### src/rtl/multiplier_pipe_regs.svh
// Timing counts and widths of the multiplier contention interlock.
`ifndef MULTIPLIER_PIPE_REGS_SVH
`define MULTIPLIER_PIPE_REGS_SVH

// Width of the multiplier busy counter.
`define BUSY_COUNT_W       3
// Busy cycles left after a signed word multiply hands over its operands.
`define SWM_BUSY_CYCLES    3'h2
// Busy cycles after the second access of a word multiply-accumulate.
`define MACW_BUSY_CYCLES   3'h2
// Busy cycles after the second access of a long multiply-accumulate.
`define MACL_BUSY_CYCLES   3'h4
// Pipeline steps of a signed word multiply, busy cycles included.
`define SWM_PIPE_STEPS     3'h6

`endif

### src/rtl/multiplier_pipe_pkg.sv
// Types shared by the multiplier contention interlock.
`include "multiplier_pipe_regs.svh"

package multiplier_pipe_pkg;

  typedef enum logic [1:0] {
    kind_other = 2'h0,
    kind_swm   = 2'h1,
    kind_macw  = 2'h2,
    kind_macl  = 2'h3
  } access_kind_t;

  typedef struct packed {
    logic         start;
    access_kind_t kind;
    logic         second;
  } access_req_t;

  typedef enum logic [2:0] {
    st_idle    = 3'h1,
    st_stretch = 3'h2,
    st_split   = 3'h4
  } slot_state_t;

  typedef struct packed {
    logic [`BUSY_COUNT_W-1:0] count;
    logic                     busy;
  } busy_state_t;

  typedef struct packed {
    slot_state_t              state;
    logic                     ma_pend;
    access_kind_t             ma_kind;
    logic                     ma_second;
    logic                     fetch_pend;
    logic                     stall;
    logic                     ma_done;
    access_kind_t             done_kind;
    logic                     fetch_done;
    logic                     mult_load;
    logic [`BUSY_COUNT_W-1:0] load_value;
  } interlock_state_t;

endpackage

### src/rtl/mult_busy_counter.sv
// Counts the cycles in which the shared multiplier is still operating.
`timescale 1ns/1ns

module mult_busy_counter
  import multiplier_pipe_pkg::*;
(
  // Clock and reset
  input  wire logic                     clock,
  input  wire logic                     reset,
  // Load from the interlock
  input  wire logic                     load,
  input  wire logic [`BUSY_COUNT_W-1:0] load_value,
  // Status
  output logic      [`BUSY_COUNT_W-1:0] count,
  output logic                          busy
);

  busy_state_t q;
  busy_state_t next_q;

  // The count runs down every cycle, regardless of slot boundaries.
  always_comb begin
    next_q = q;
    if (load) begin
      next_q.count = load_value;
    end else if (q.count != {`BUSY_COUNT_W{1'b0}}) begin
      next_q.count = q.count - {{(`BUSY_COUNT_W-1){1'b0}}, 1'b1};
    end
    // Busy is registered so that the status pin comes straight from a flip-flop.
    next_q.busy = (next_q.count != {`BUSY_COUNT_W{1'b0}});
  end

  always_ff @(posedge clock) begin
    if (reset) begin
      q <= '0;
    end else begin
      q <= next_q;
    end
  end

  assign count = q.count;
  assign busy  = q.busy;

endmodule

### src/rtl/multiplier_interlock.sv
// Multiplier contention and fetch split interlock of the CPU pipeline.
// Summary of operation
// - Accumulate second access never waits on busy.
// - Signed multiply access hands operands to multiplier.
// - Signed multiply access stretches until the multiplier's last busy cycle.
// - Intervening instruction means no multiply stall.
// - Access colliding with fetch splits the slot.
// - Stretched access still splits with colliding fetch.
// - Multiplier stays busy two cycles after signed multiply or word accumulate second access, four after long accumulate second access.
// - Unrelated follower sees plain four-stage multiply.
// - Signed multiply takes six pipeline steps.
`timescale 1ns/1ns

module multiplier_interlock
  import multiplier_pipe_pkg::*;
#(
  parameter logic [`BUSY_COUNT_W-1:0] swm_busy  = `SWM_BUSY_CYCLES,
  parameter logic [`BUSY_COUNT_W-1:0] macw_busy = `MACW_BUSY_CYCLES,
  parameter logic [`BUSY_COUNT_W-1:0] macl_busy = `MACL_BUSY_CYCLES
)
(
  // Clock and reset
  input  wire logic                       clock,
  input  wire logic                       reset,
  // Requests from the pipeline
  input  wire multiplier_pipe_pkg::access_req_t access,
  input  wire logic                       fetch_start,
  // Slot control back to the pipeline
  output logic                            stall,
  output logic                            ma_done,
  output logic                            fetch_done,
  // Multiplier status
  output logic                            mult_load,
  output logic                            mult_busy
);

  import multiplier_pipe_pkg::*;

  interlock_state_t         q;
  interlock_state_t         next_q;
  logic [`BUSY_COUNT_W-1:0] count;
  logic [`BUSY_COUNT_W-1:0] count_ahead;
  logic                     take;
  logic                     pend_ma;
  logic                     pend_fetch;
  access_kind_t             kind;
  logic                     second;
  logic                     wait_mult;

  // ************************************************************
  // Multiplier busy counter
  // ************************************************************

  mult_busy_counter busy_counter (
    .clock      (clock),
    .reset      (reset),
    .load       (q.mult_load),
    .load_value (q.load_value),
    .count      (count),
    .busy       (mult_busy)
  );

  // ************************************************************
  // Slot decision
  // ************************************************************

  // New requests are taken only while the pipeline is not held.
  assign take       = ~q.stall;
  assign pend_ma    = q.ma_pend | (access.start & take);
  assign pend_fetch = q.fetch_pend | (fetch_start & take);
  assign kind       = q.ma_pend ? q.ma_kind : access.kind;
  assign second     = q.ma_pend ? q.ma_second : access.second;

  // The count the multiplier will show in the cycle the access is performed.
  assign count_ahead = q.mult_load ? q.load_value
                     : (count != {`BUSY_COUNT_W{1'b0}})
                       ? count - {{(`BUSY_COUNT_W-1){1'b0}}, 1'b1} : count;

  // Only a signed word multiply waits; it may merge with the last busy cycle.
  assign wait_mult = pend_ma & (kind == kind_swm)
                   & (count_ahead > {{(`BUSY_COUNT_W-1){1'b0}}, 1'b1});

  always_comb begin
    next_q            = q;
    next_q.ma_done    = 1'b0;
    next_q.fetch_done = 1'b0;
    next_q.mult_load  = 1'b0;
    next_q.load_value = q.load_value;
    next_q.ma_pend    = pend_ma;
    next_q.ma_kind    = kind;
    next_q.ma_second  = second;
    next_q.fetch_pend = pend_fetch;
    case (q.state)
      st_idle, st_stretch: begin
        if (wait_mult) begin
          next_q.state = st_stretch;
        end else if (pend_ma) begin
          // Other kinds never wait on the multiplier.
          next_q.ma_done   = 1'b1;
          next_q.done_kind = kind;
          next_q.ma_pend   = 1'b0;
          if (kind == kind_swm) begin
            next_q.mult_load  = 1'b1;
            next_q.load_value = swm_busy;
          end else if ((kind == kind_macw) && second) begin
            next_q.mult_load  = 1'b1;
            next_q.load_value = macw_busy;
          end else if ((kind == kind_macl) && second) begin
            next_q.mult_load  = 1'b1;
            next_q.load_value = macl_busy;
          end
          // A colliding fetch is serviced in the following cycle.
          next_q.state = pend_fetch ? st_split : st_idle;
        end else if (pend_fetch) begin
          next_q.fetch_done = 1'b1;
          next_q.fetch_pend = 1'b0;
          next_q.state      = st_idle;
        end else begin
          next_q.state = st_idle;
        end
      end
      st_split: begin
        next_q.fetch_done = 1'b1;
        next_q.fetch_pend = 1'b0;
        next_q.state      = st_idle;
      end
      default: begin
        next_q.state = st_idle;
      end
    endcase
    next_q.stall = next_q.ma_pend | next_q.fetch_pend;
  end

  always_ff @(posedge clock) begin
    if (reset) begin
      q       <= '0;
      q.state <= st_idle;
    end else begin
      q <= next_q;
    end
  end

  assign stall      = q.stall;
  assign ma_done    = q.ma_done;
  assign fetch_done = q.fetch_done;
  assign mult_load  = q.mult_load;
endmodule

### config.mk
export PLATFORM = sky130hd
export DESIGN_NAME = multiplier_interlock
export DESIGN_NICKNAME = d
export VERILOG_FILES = /design/src/rtl/multiplier_pipe_pkg.sv /design/src/rtl/mult_busy_counter.sv /design/src/rtl/multiplier_interlock.sv
export VERILOG_INCLUDE_DIRS = /design/src /design/src/rtl
export SDC_FILE = /design/constraint.sdc
export NUM_CORES = 1
export LEC_CHECK = 0
export BUFFER_PORTS_ARGS = -buffer_cell sky130_fd_sc_hd__buf_2
export CAP_MARGIN = 20
export CORE_MARGIN = 2
export CORE_UTILIZATION = 55
export DETAILED_ROUTE_END_ITERATION = 8
export PLACE_DENSITY = 0.77
export SETUP_SLACK_MARGIN = 0.3
export SYNTH_ARGS = -nofsm -noshare
export SYNTH_HDL_FRONTEND = slang
export SYNTH_SLANG_ARGS = --single-unit
### constraint.sdc
create_clock -name clock -period 6 [get_ports clock]
set_clock_uncertainty 0.2 [all_clocks]
set_input_delay 0.6 -clock clock [delete_from_list [all_inputs] [get_ports clock]]
set_output_delay 0.6 -clock clock [all_outputs]
set_load 0.02 [all_outputs]
Word-level counts from Yosys, hierarchy flattened

Index checks and enable logic that the tools add are counted.

Word-level logic and storage cells: 65
Bits of input ports: 7
Register bits after elaboration: 21
Output and inout bits: 5

$add $sub $neg: 1
Bitwise operators: 11
Reductions and logical operators: 11
Equality and inequality tests: 6
Order comparisons: 1
Muxes and demuxes: 21

Operators with widths:

| operator                                                      | number |
|---|---|
| 2-to-1 mux 4 bit                                              | 4 |
| 2-to-1 mux 3 bit                                              | 4 |
| nonzero test 3 bit                                            | 3 |
| 2-to-1 mux 1 bit                                              | 7 |
| 2-to-1 mux 2 bit                                              | 3 |
| 2-to-1 mux 5 bit                                              | 1 |
| bitwise AND 1 bit                                             | 4 |
| == test 2 bit, second input constant                          | 2 |
| NOT 1 bit                                                     | 4 |
| one-hot mux 1 bit (2 select lines)                            | 2 |
| AND reduction 4 bit                                           | 1 |
| OR reduction 2 bit                                            | 2 |
| OR reduction 4 bit                                            | 1 |
| == test 3 x 1 -> 1 bit, second input constant                 | 1 |
| == test 3 x 2 -> 1 bit, second input constant                 | 1 |
| == test 3 bit, second input constant                          | 1 |
| greater-than comparator 3 x 1 -> 1 bit, second input constant | 1 |
| bitwise OR 1 bit                                              | 3 |
| AND reduction 3 bit                                           | 1 |
| OR reduction 3 bit                                            | 1 |
| subtractor 3 x 1 -> 3 bit, second input constant              | 1 |
| == test 2 x 1 -> 1 bit, second input constant                 | 1 |
| logical AND 1 bit                                             | 2 |

Longest topological paths before layout

Word-level depth: 9
Gate-level depth with buffers: 8
Mapped depth without buffers: 8

Modules after synthesis

From an unflattened synthesis, not the netlist that was laid out.

Cell total of the unflattened synthesis: 103
Area, all modules: 910.9 um^2

Modules (own cells, without submodules):

| module               | seq. area each (um^2) | area each (um^2) | cells an instance | times used |
|---|---|---|---|---|
| multiplier_interlock | 280.3                 | 683.2            | 77                | 1 |
| mult_busy_counter    | 80.1                  | 227.7            | 26                | 1 |

Worst setup path before layout

No wires, ideal clock.

Kind: register to register
Start point: reg busy_counter.q, in the netlist busy_counter.count[0]
End point: reg q[1] (netlist name)
Setup time: 0.115 ns
Path slack: 4.132 ns
Cell stages (with the launch flop): 8
Buffers on the path: 0
Arrival time: 1.553 ns
Data required time: 5.685 ns
Clock period less this slack: 1.868 ns
Cells stage by stage: dfxtp_1 -> inv_1 -> ha_1 -> ha_1 -> or2_2 -> a32oi_2 -> a221oi_1 -> o21a_1

Cells in the longest elaborated chain, start to end: 7
Elaborated cells on any way between the ends: 8
Classes of those cells: add/sub (1); order compare (1); mux (2); bitwise (2); reduce/logical (2)

Ends and longest elaborated chain:

| item                                                                   | RTL line                                               | source |
|---|---|---|
| start: declaration                                                     | mult_busy_counter.sv:18                                | `busy_state_t q;` |
| start signal: assignment                                               | mult_busy_counter.sv:37                                | `q <= next_q;` |
| subtractor 3 x 1 -> 3 bit / nonzero test 3 bit (equally long branches) | multiplier_interlock.sv:77, multiplier_interlock.sv:76 |  |
| 2-to-1 mux 3 bit *                                                     | multiplier_interlock.sv:76                             | `` : (count != {`BUSY_COUNT_W{1'b0}}) `` |
| 2-to-1 mux 3 bit *                                                     | multiplier_interlock.sv:75                             | `assign count_ahead = q.mult_load ? q.load_value` |
| greater-than comparator 3 x 1 -> 1 bit *                               | multiplier_interlock.sv:81                             | `` & (count_ahead > {{(`BUSY_COUNT_W-1){1'b0}}, 1'b1}); `` |
| bitwise AND 1 bit *                                                    | multiplier_interlock.sv:80                             | `assign wait_mult = pend_ma & (kind == kind_swm)` |
| NOT 1 bit (no line) *                                                  | n/a                                                    |  |
| AND reduction 4 bit (no line) *                                        | n/a                                                    |  |
| end signal: assignment                                                 | multiplier_interlock.sv:139                            | `q <= next_q;` |
| end: declaration                                                       | multiplier_interlock.sv:39                             | `interlock_state_t q;` |

Every way passes the cells marked *; elsewhere a longest branch is shown, timed or not.
A chain may end at the register's enable or synchronous reset.

Worst setup path after layout

Start point: reg busy_counter.q, in the netlist busy_counter.count[0]
End point: reg q, in the netlist stall

Cells in the longest elaborated chain, start to end: 8
Elaborated cells on any way between the ends: 11
Classes of those cells: add/sub (1); order compare (1); mux (6); bitwise (2); reduce/logical (1)

Ends and longest elaborated chain:

| item                                                                          | RTL line                                               | source |
|---|---|---|
| subtractor 3 x 1 -> 3 bit / nonzero test 3 bit (equally long branches)        | multiplier_interlock.sv:77, multiplier_interlock.sv:76 |  |
| 2-to-1 mux 3 bit *                                                            | multiplier_interlock.sv:76                             |  |
| 2-to-1 mux 3 bit *                                                            | multiplier_interlock.sv:75                             |  |
| greater-than comparator 3 x 1 -> 1 bit *                                      | multiplier_interlock.sv:81                             |  |
| bitwise AND 1 bit *                                                           | multiplier_interlock.sv:80                             |  |
| 2-to-1 mux 1 bit                                                              | multiplier_interlock.sv:95                             | `if (wait_mult) begin` |
| one-hot mux 1 bit (2 select lines) / 2-to-1 mux 1 bit (equally long branches) | multiplier_interlock.sv:93                             | `case (q.state)` |
| bitwise OR 1 bit *                                                            | multiplier_interlock.sv:131                            | `next_q.stall = next_q.ma_pend \| next_q.fetch_pend;` |

Marks and branches as above.

==> summary.md <==
| Metric | Value |
|---|---|
| CTS Sinks | 18 |
| Main combinational cell family by area after synthesis | compound AO/OA/AOI/OAI gates |
| Slowest cell delay on critical path | ~0.36 ns |
| Fin. max-slew vios | 0 |
| DR vias | 696 |
| Total Power | 0.397 mW |
| Root buffer cell | clkbuf_4 |
| Layout cells sized above 1 | a little over a fifth |
| Worst min path class | reg -> reg |
| Top-count cell post-synth | dfxtp_1 |
| Mapped Area | ~840 sq um |
| Syn Area/Cell | 9.29 sq um |
| Largest area contributor in the synthesized netlist | dfxtp_1 |
| Simple-gate share of the synthesized area | around 20% |
| CTS tree | built |
| Dpl cell area | 888 sq um |
| Tightest Pin Transition | 0.446 ns |
| Post-Layout Cell Count | 118 |
| WS Path Type | reg -> reg |
| Total iterations of the first detailed-routing run | 4 |
| Multi-input logic area | 427 sq um |
| Slew HR | 70.1% |
| Largest net degree at the start of global routing | 19 |
| Fill count | between 100 and 150 |
| Setup slack after layout | 3.97 ns |
| # hold bufs at CTS | 0 |
| Final Core Density | 62.8% |
| Pleak | ~0.38 nW |
| Critical Path RT | 6.01 ns |
| Post-CTS Setup Inserts | 0 |
| Place WS | 3.92 ns |
| Die Area | roughly 1800 sq um |
| Worst hold slack | 0.298 ns |
| GPL Wtd Cong | 0.827 |
| Post-route ant nets | 0 |
| Minimum clock period | 2.03 ns |
| CP endpoint kind | flip-flop |
| XOR/XNOR Fraction of Synth Area | under 10% |
| Max-capacitance violation count | 0 |
| Vias in the first global route | 677 |
| Port bufs | 11 |
| Status | completed |
| CTS buffer count | 3 |
| Global route overflow | 0 |
| Adder-Cell Fraction of Synth Area | 4.49% |
| I/O pin cnt | 12 |
| Power per cell area | 429 nW/um^2 |
| Drt total wl | between 1500 and 2000 um |
| Final HPWL from detailed placement | 1280 um |
| Critical Path Start Type | flip-flop |
| CTS max path bufs | 2 |
| Post-synth top flop | dfxtp_1 |
| Post-Syn Instances | 90 |
| Height of the die | roughly 43 um |
| Initial antenna violation count | 0 |
| Placed insts | 114 |
| CP dominant cell by count | ha_1 |
| Synth cell count leaders | dfxtp_1 (18), nor2_1 (10), inv_1 (7), a21oi_1 (5) |
| Chip Width | 43.0 um |
| Synth top area share | 43.1% |
| # rows | 14 |
| Synth unique cells | 39 |
| Starting density of the core | 56.8% |
| Post-synthesis compound-gate area fraction | 20.7% |
| First-pass GRT wire length | 2990 um |
| DR WL/cell | 14.1 um |
| EDFF count, synth | 0 |
| P&R area growth vs syn | 10.6% |
| Synthesized Nets | 100 |
| Layout net count | ~110 |
| DRC | 0 |
| Fmax | 492 MHz |
| Synth warn | 0 |
| Worst vdd ir | 0.201 mV |
| Multiplexer share of the synthesized area | 3.59% |
| # resized after CTS | 0 |
| Async set-reset flop share out of synthesis | 0% |
| Final setup viols | 0 |
| Seq cells post-synth | 18 |
| Slowest cell on crit path | dfxtp_1 |
| Critical path arrival | 2.05 ns |
| Post-route cell area | 925 sq um |
| Clock Latency Late Sink | 0.30 ns |
| Final Cycle Share | 33.9% |
| Crit path max fanout | 4 |
| Final Hold Vio Count | 0 |
| Storage element area | 360 sq um |
| H-tree depth | 1 |
| Register area share after synthesis | 43.1% |
| Total GRT Usage | a little over a fifth |
| Total core area | 1470 sq um |
| Setup tns final | 0 ns |
| Synth top area cells | dfxtp_1 (43%), ha_1 (4.5%), nor2_1 (4.5%) |
| RSZ-0062 raised after global routing | false |
| Worst-path clk slew | 0.10 ns |
| Drt first-iter violations | 28 |
| Antenna diode count | 0 |
| Critical path cell sequence | inv_1, ha_1, ha_1, or2_2, a32oi_2, a211oi_1, o32ai_1 |
| Post-DR vias/cell | just under 6 |
-- where the power goes --
group / leakage, nW / switching [mW] / total, mW / internal [mW]
clock: 0.0210 / 0.0387 / 0.0757 / 0.0370
combinational: 0.210 / 0.0894 / 0.155 / 0.0656
sequential: 0.148 / 0.0194 / 0.166 / 0.147
total: 0.379 / 0.147 / 0.397 / 0.249
-- layer usage --
layer / part of all wire [%] / GRT usage (%)
met1: 45 / 29.7
met2: 46 / 32.4
met3: 6.5 / 2.98
met4: 2.8 / 12.1
met5: 0 / 0
-- state kept, by name, indices dropped and copies added (netlist names) --
name / cells
fetch_done: 1
busy_counter.busy: 1
ma_done: 1
mult_load: 1
stall: 1
q: 10
busy_counter.count: 3
-- worst paths after layout --
check | from | to | slack [ns] | cells past startpoint
min reg2reg | q[2] | q[2] | 0.30 | 2
min | q[2] | q[2] | 0.30 | 2
max | busy_counter.count[0] | stall | 3.97 | 7
max reg2reg | busy_counter.count[0] | stall | 3.97 | 7
-- worst max-delay path, delay by kind of cell (launching register included) --
family / cells / cell delay [ns]
flip-flops: 1 / 0.36
AO/OA/AOI/OAI: 3 / 0.61
AND/OR/NAND/NOR: 1 / 0.30
buffers and inverters: 1 / 0.05
adder cells (fa/ha/maj): 2 / 0.43
-- layout make-up --
cell class | instances | area share, %
clock buffer | 4 | 3.92
tap | 16 | 2.17
inverter | 7 | 2.84
multi-input combinational | 62 | 46.1
sequential | 18 | 39.0
timing repair buffer | 11 | 5.95
-- cell families (layout without fill, tap and decap cells) --
| logic type | after synthesis | after routing |
|---|---|---|
| buf+inv | 10 | 22 |
| simple gates | 31 | 31 |
| mux | 3 | 3 |
| fa+ha+maj | 3 | 3 |
| flops | 18 | 18 |
| xor+xnor | 2 | 2 |
| compound gates | 23 | 23 |
-- cell usage in the layout (no fill, tap or decap), types with 3 or more instances in the layout --
cell,n
a21oi_1,5
buf_2,11
clkbuf_4,3
dfxtp_1,18
ha_1,3
inv_1,7
mux2i_1,3
nand2_1,4
nor2_1,10
nor3_1,4
Power figures use the tool's default switching activity.
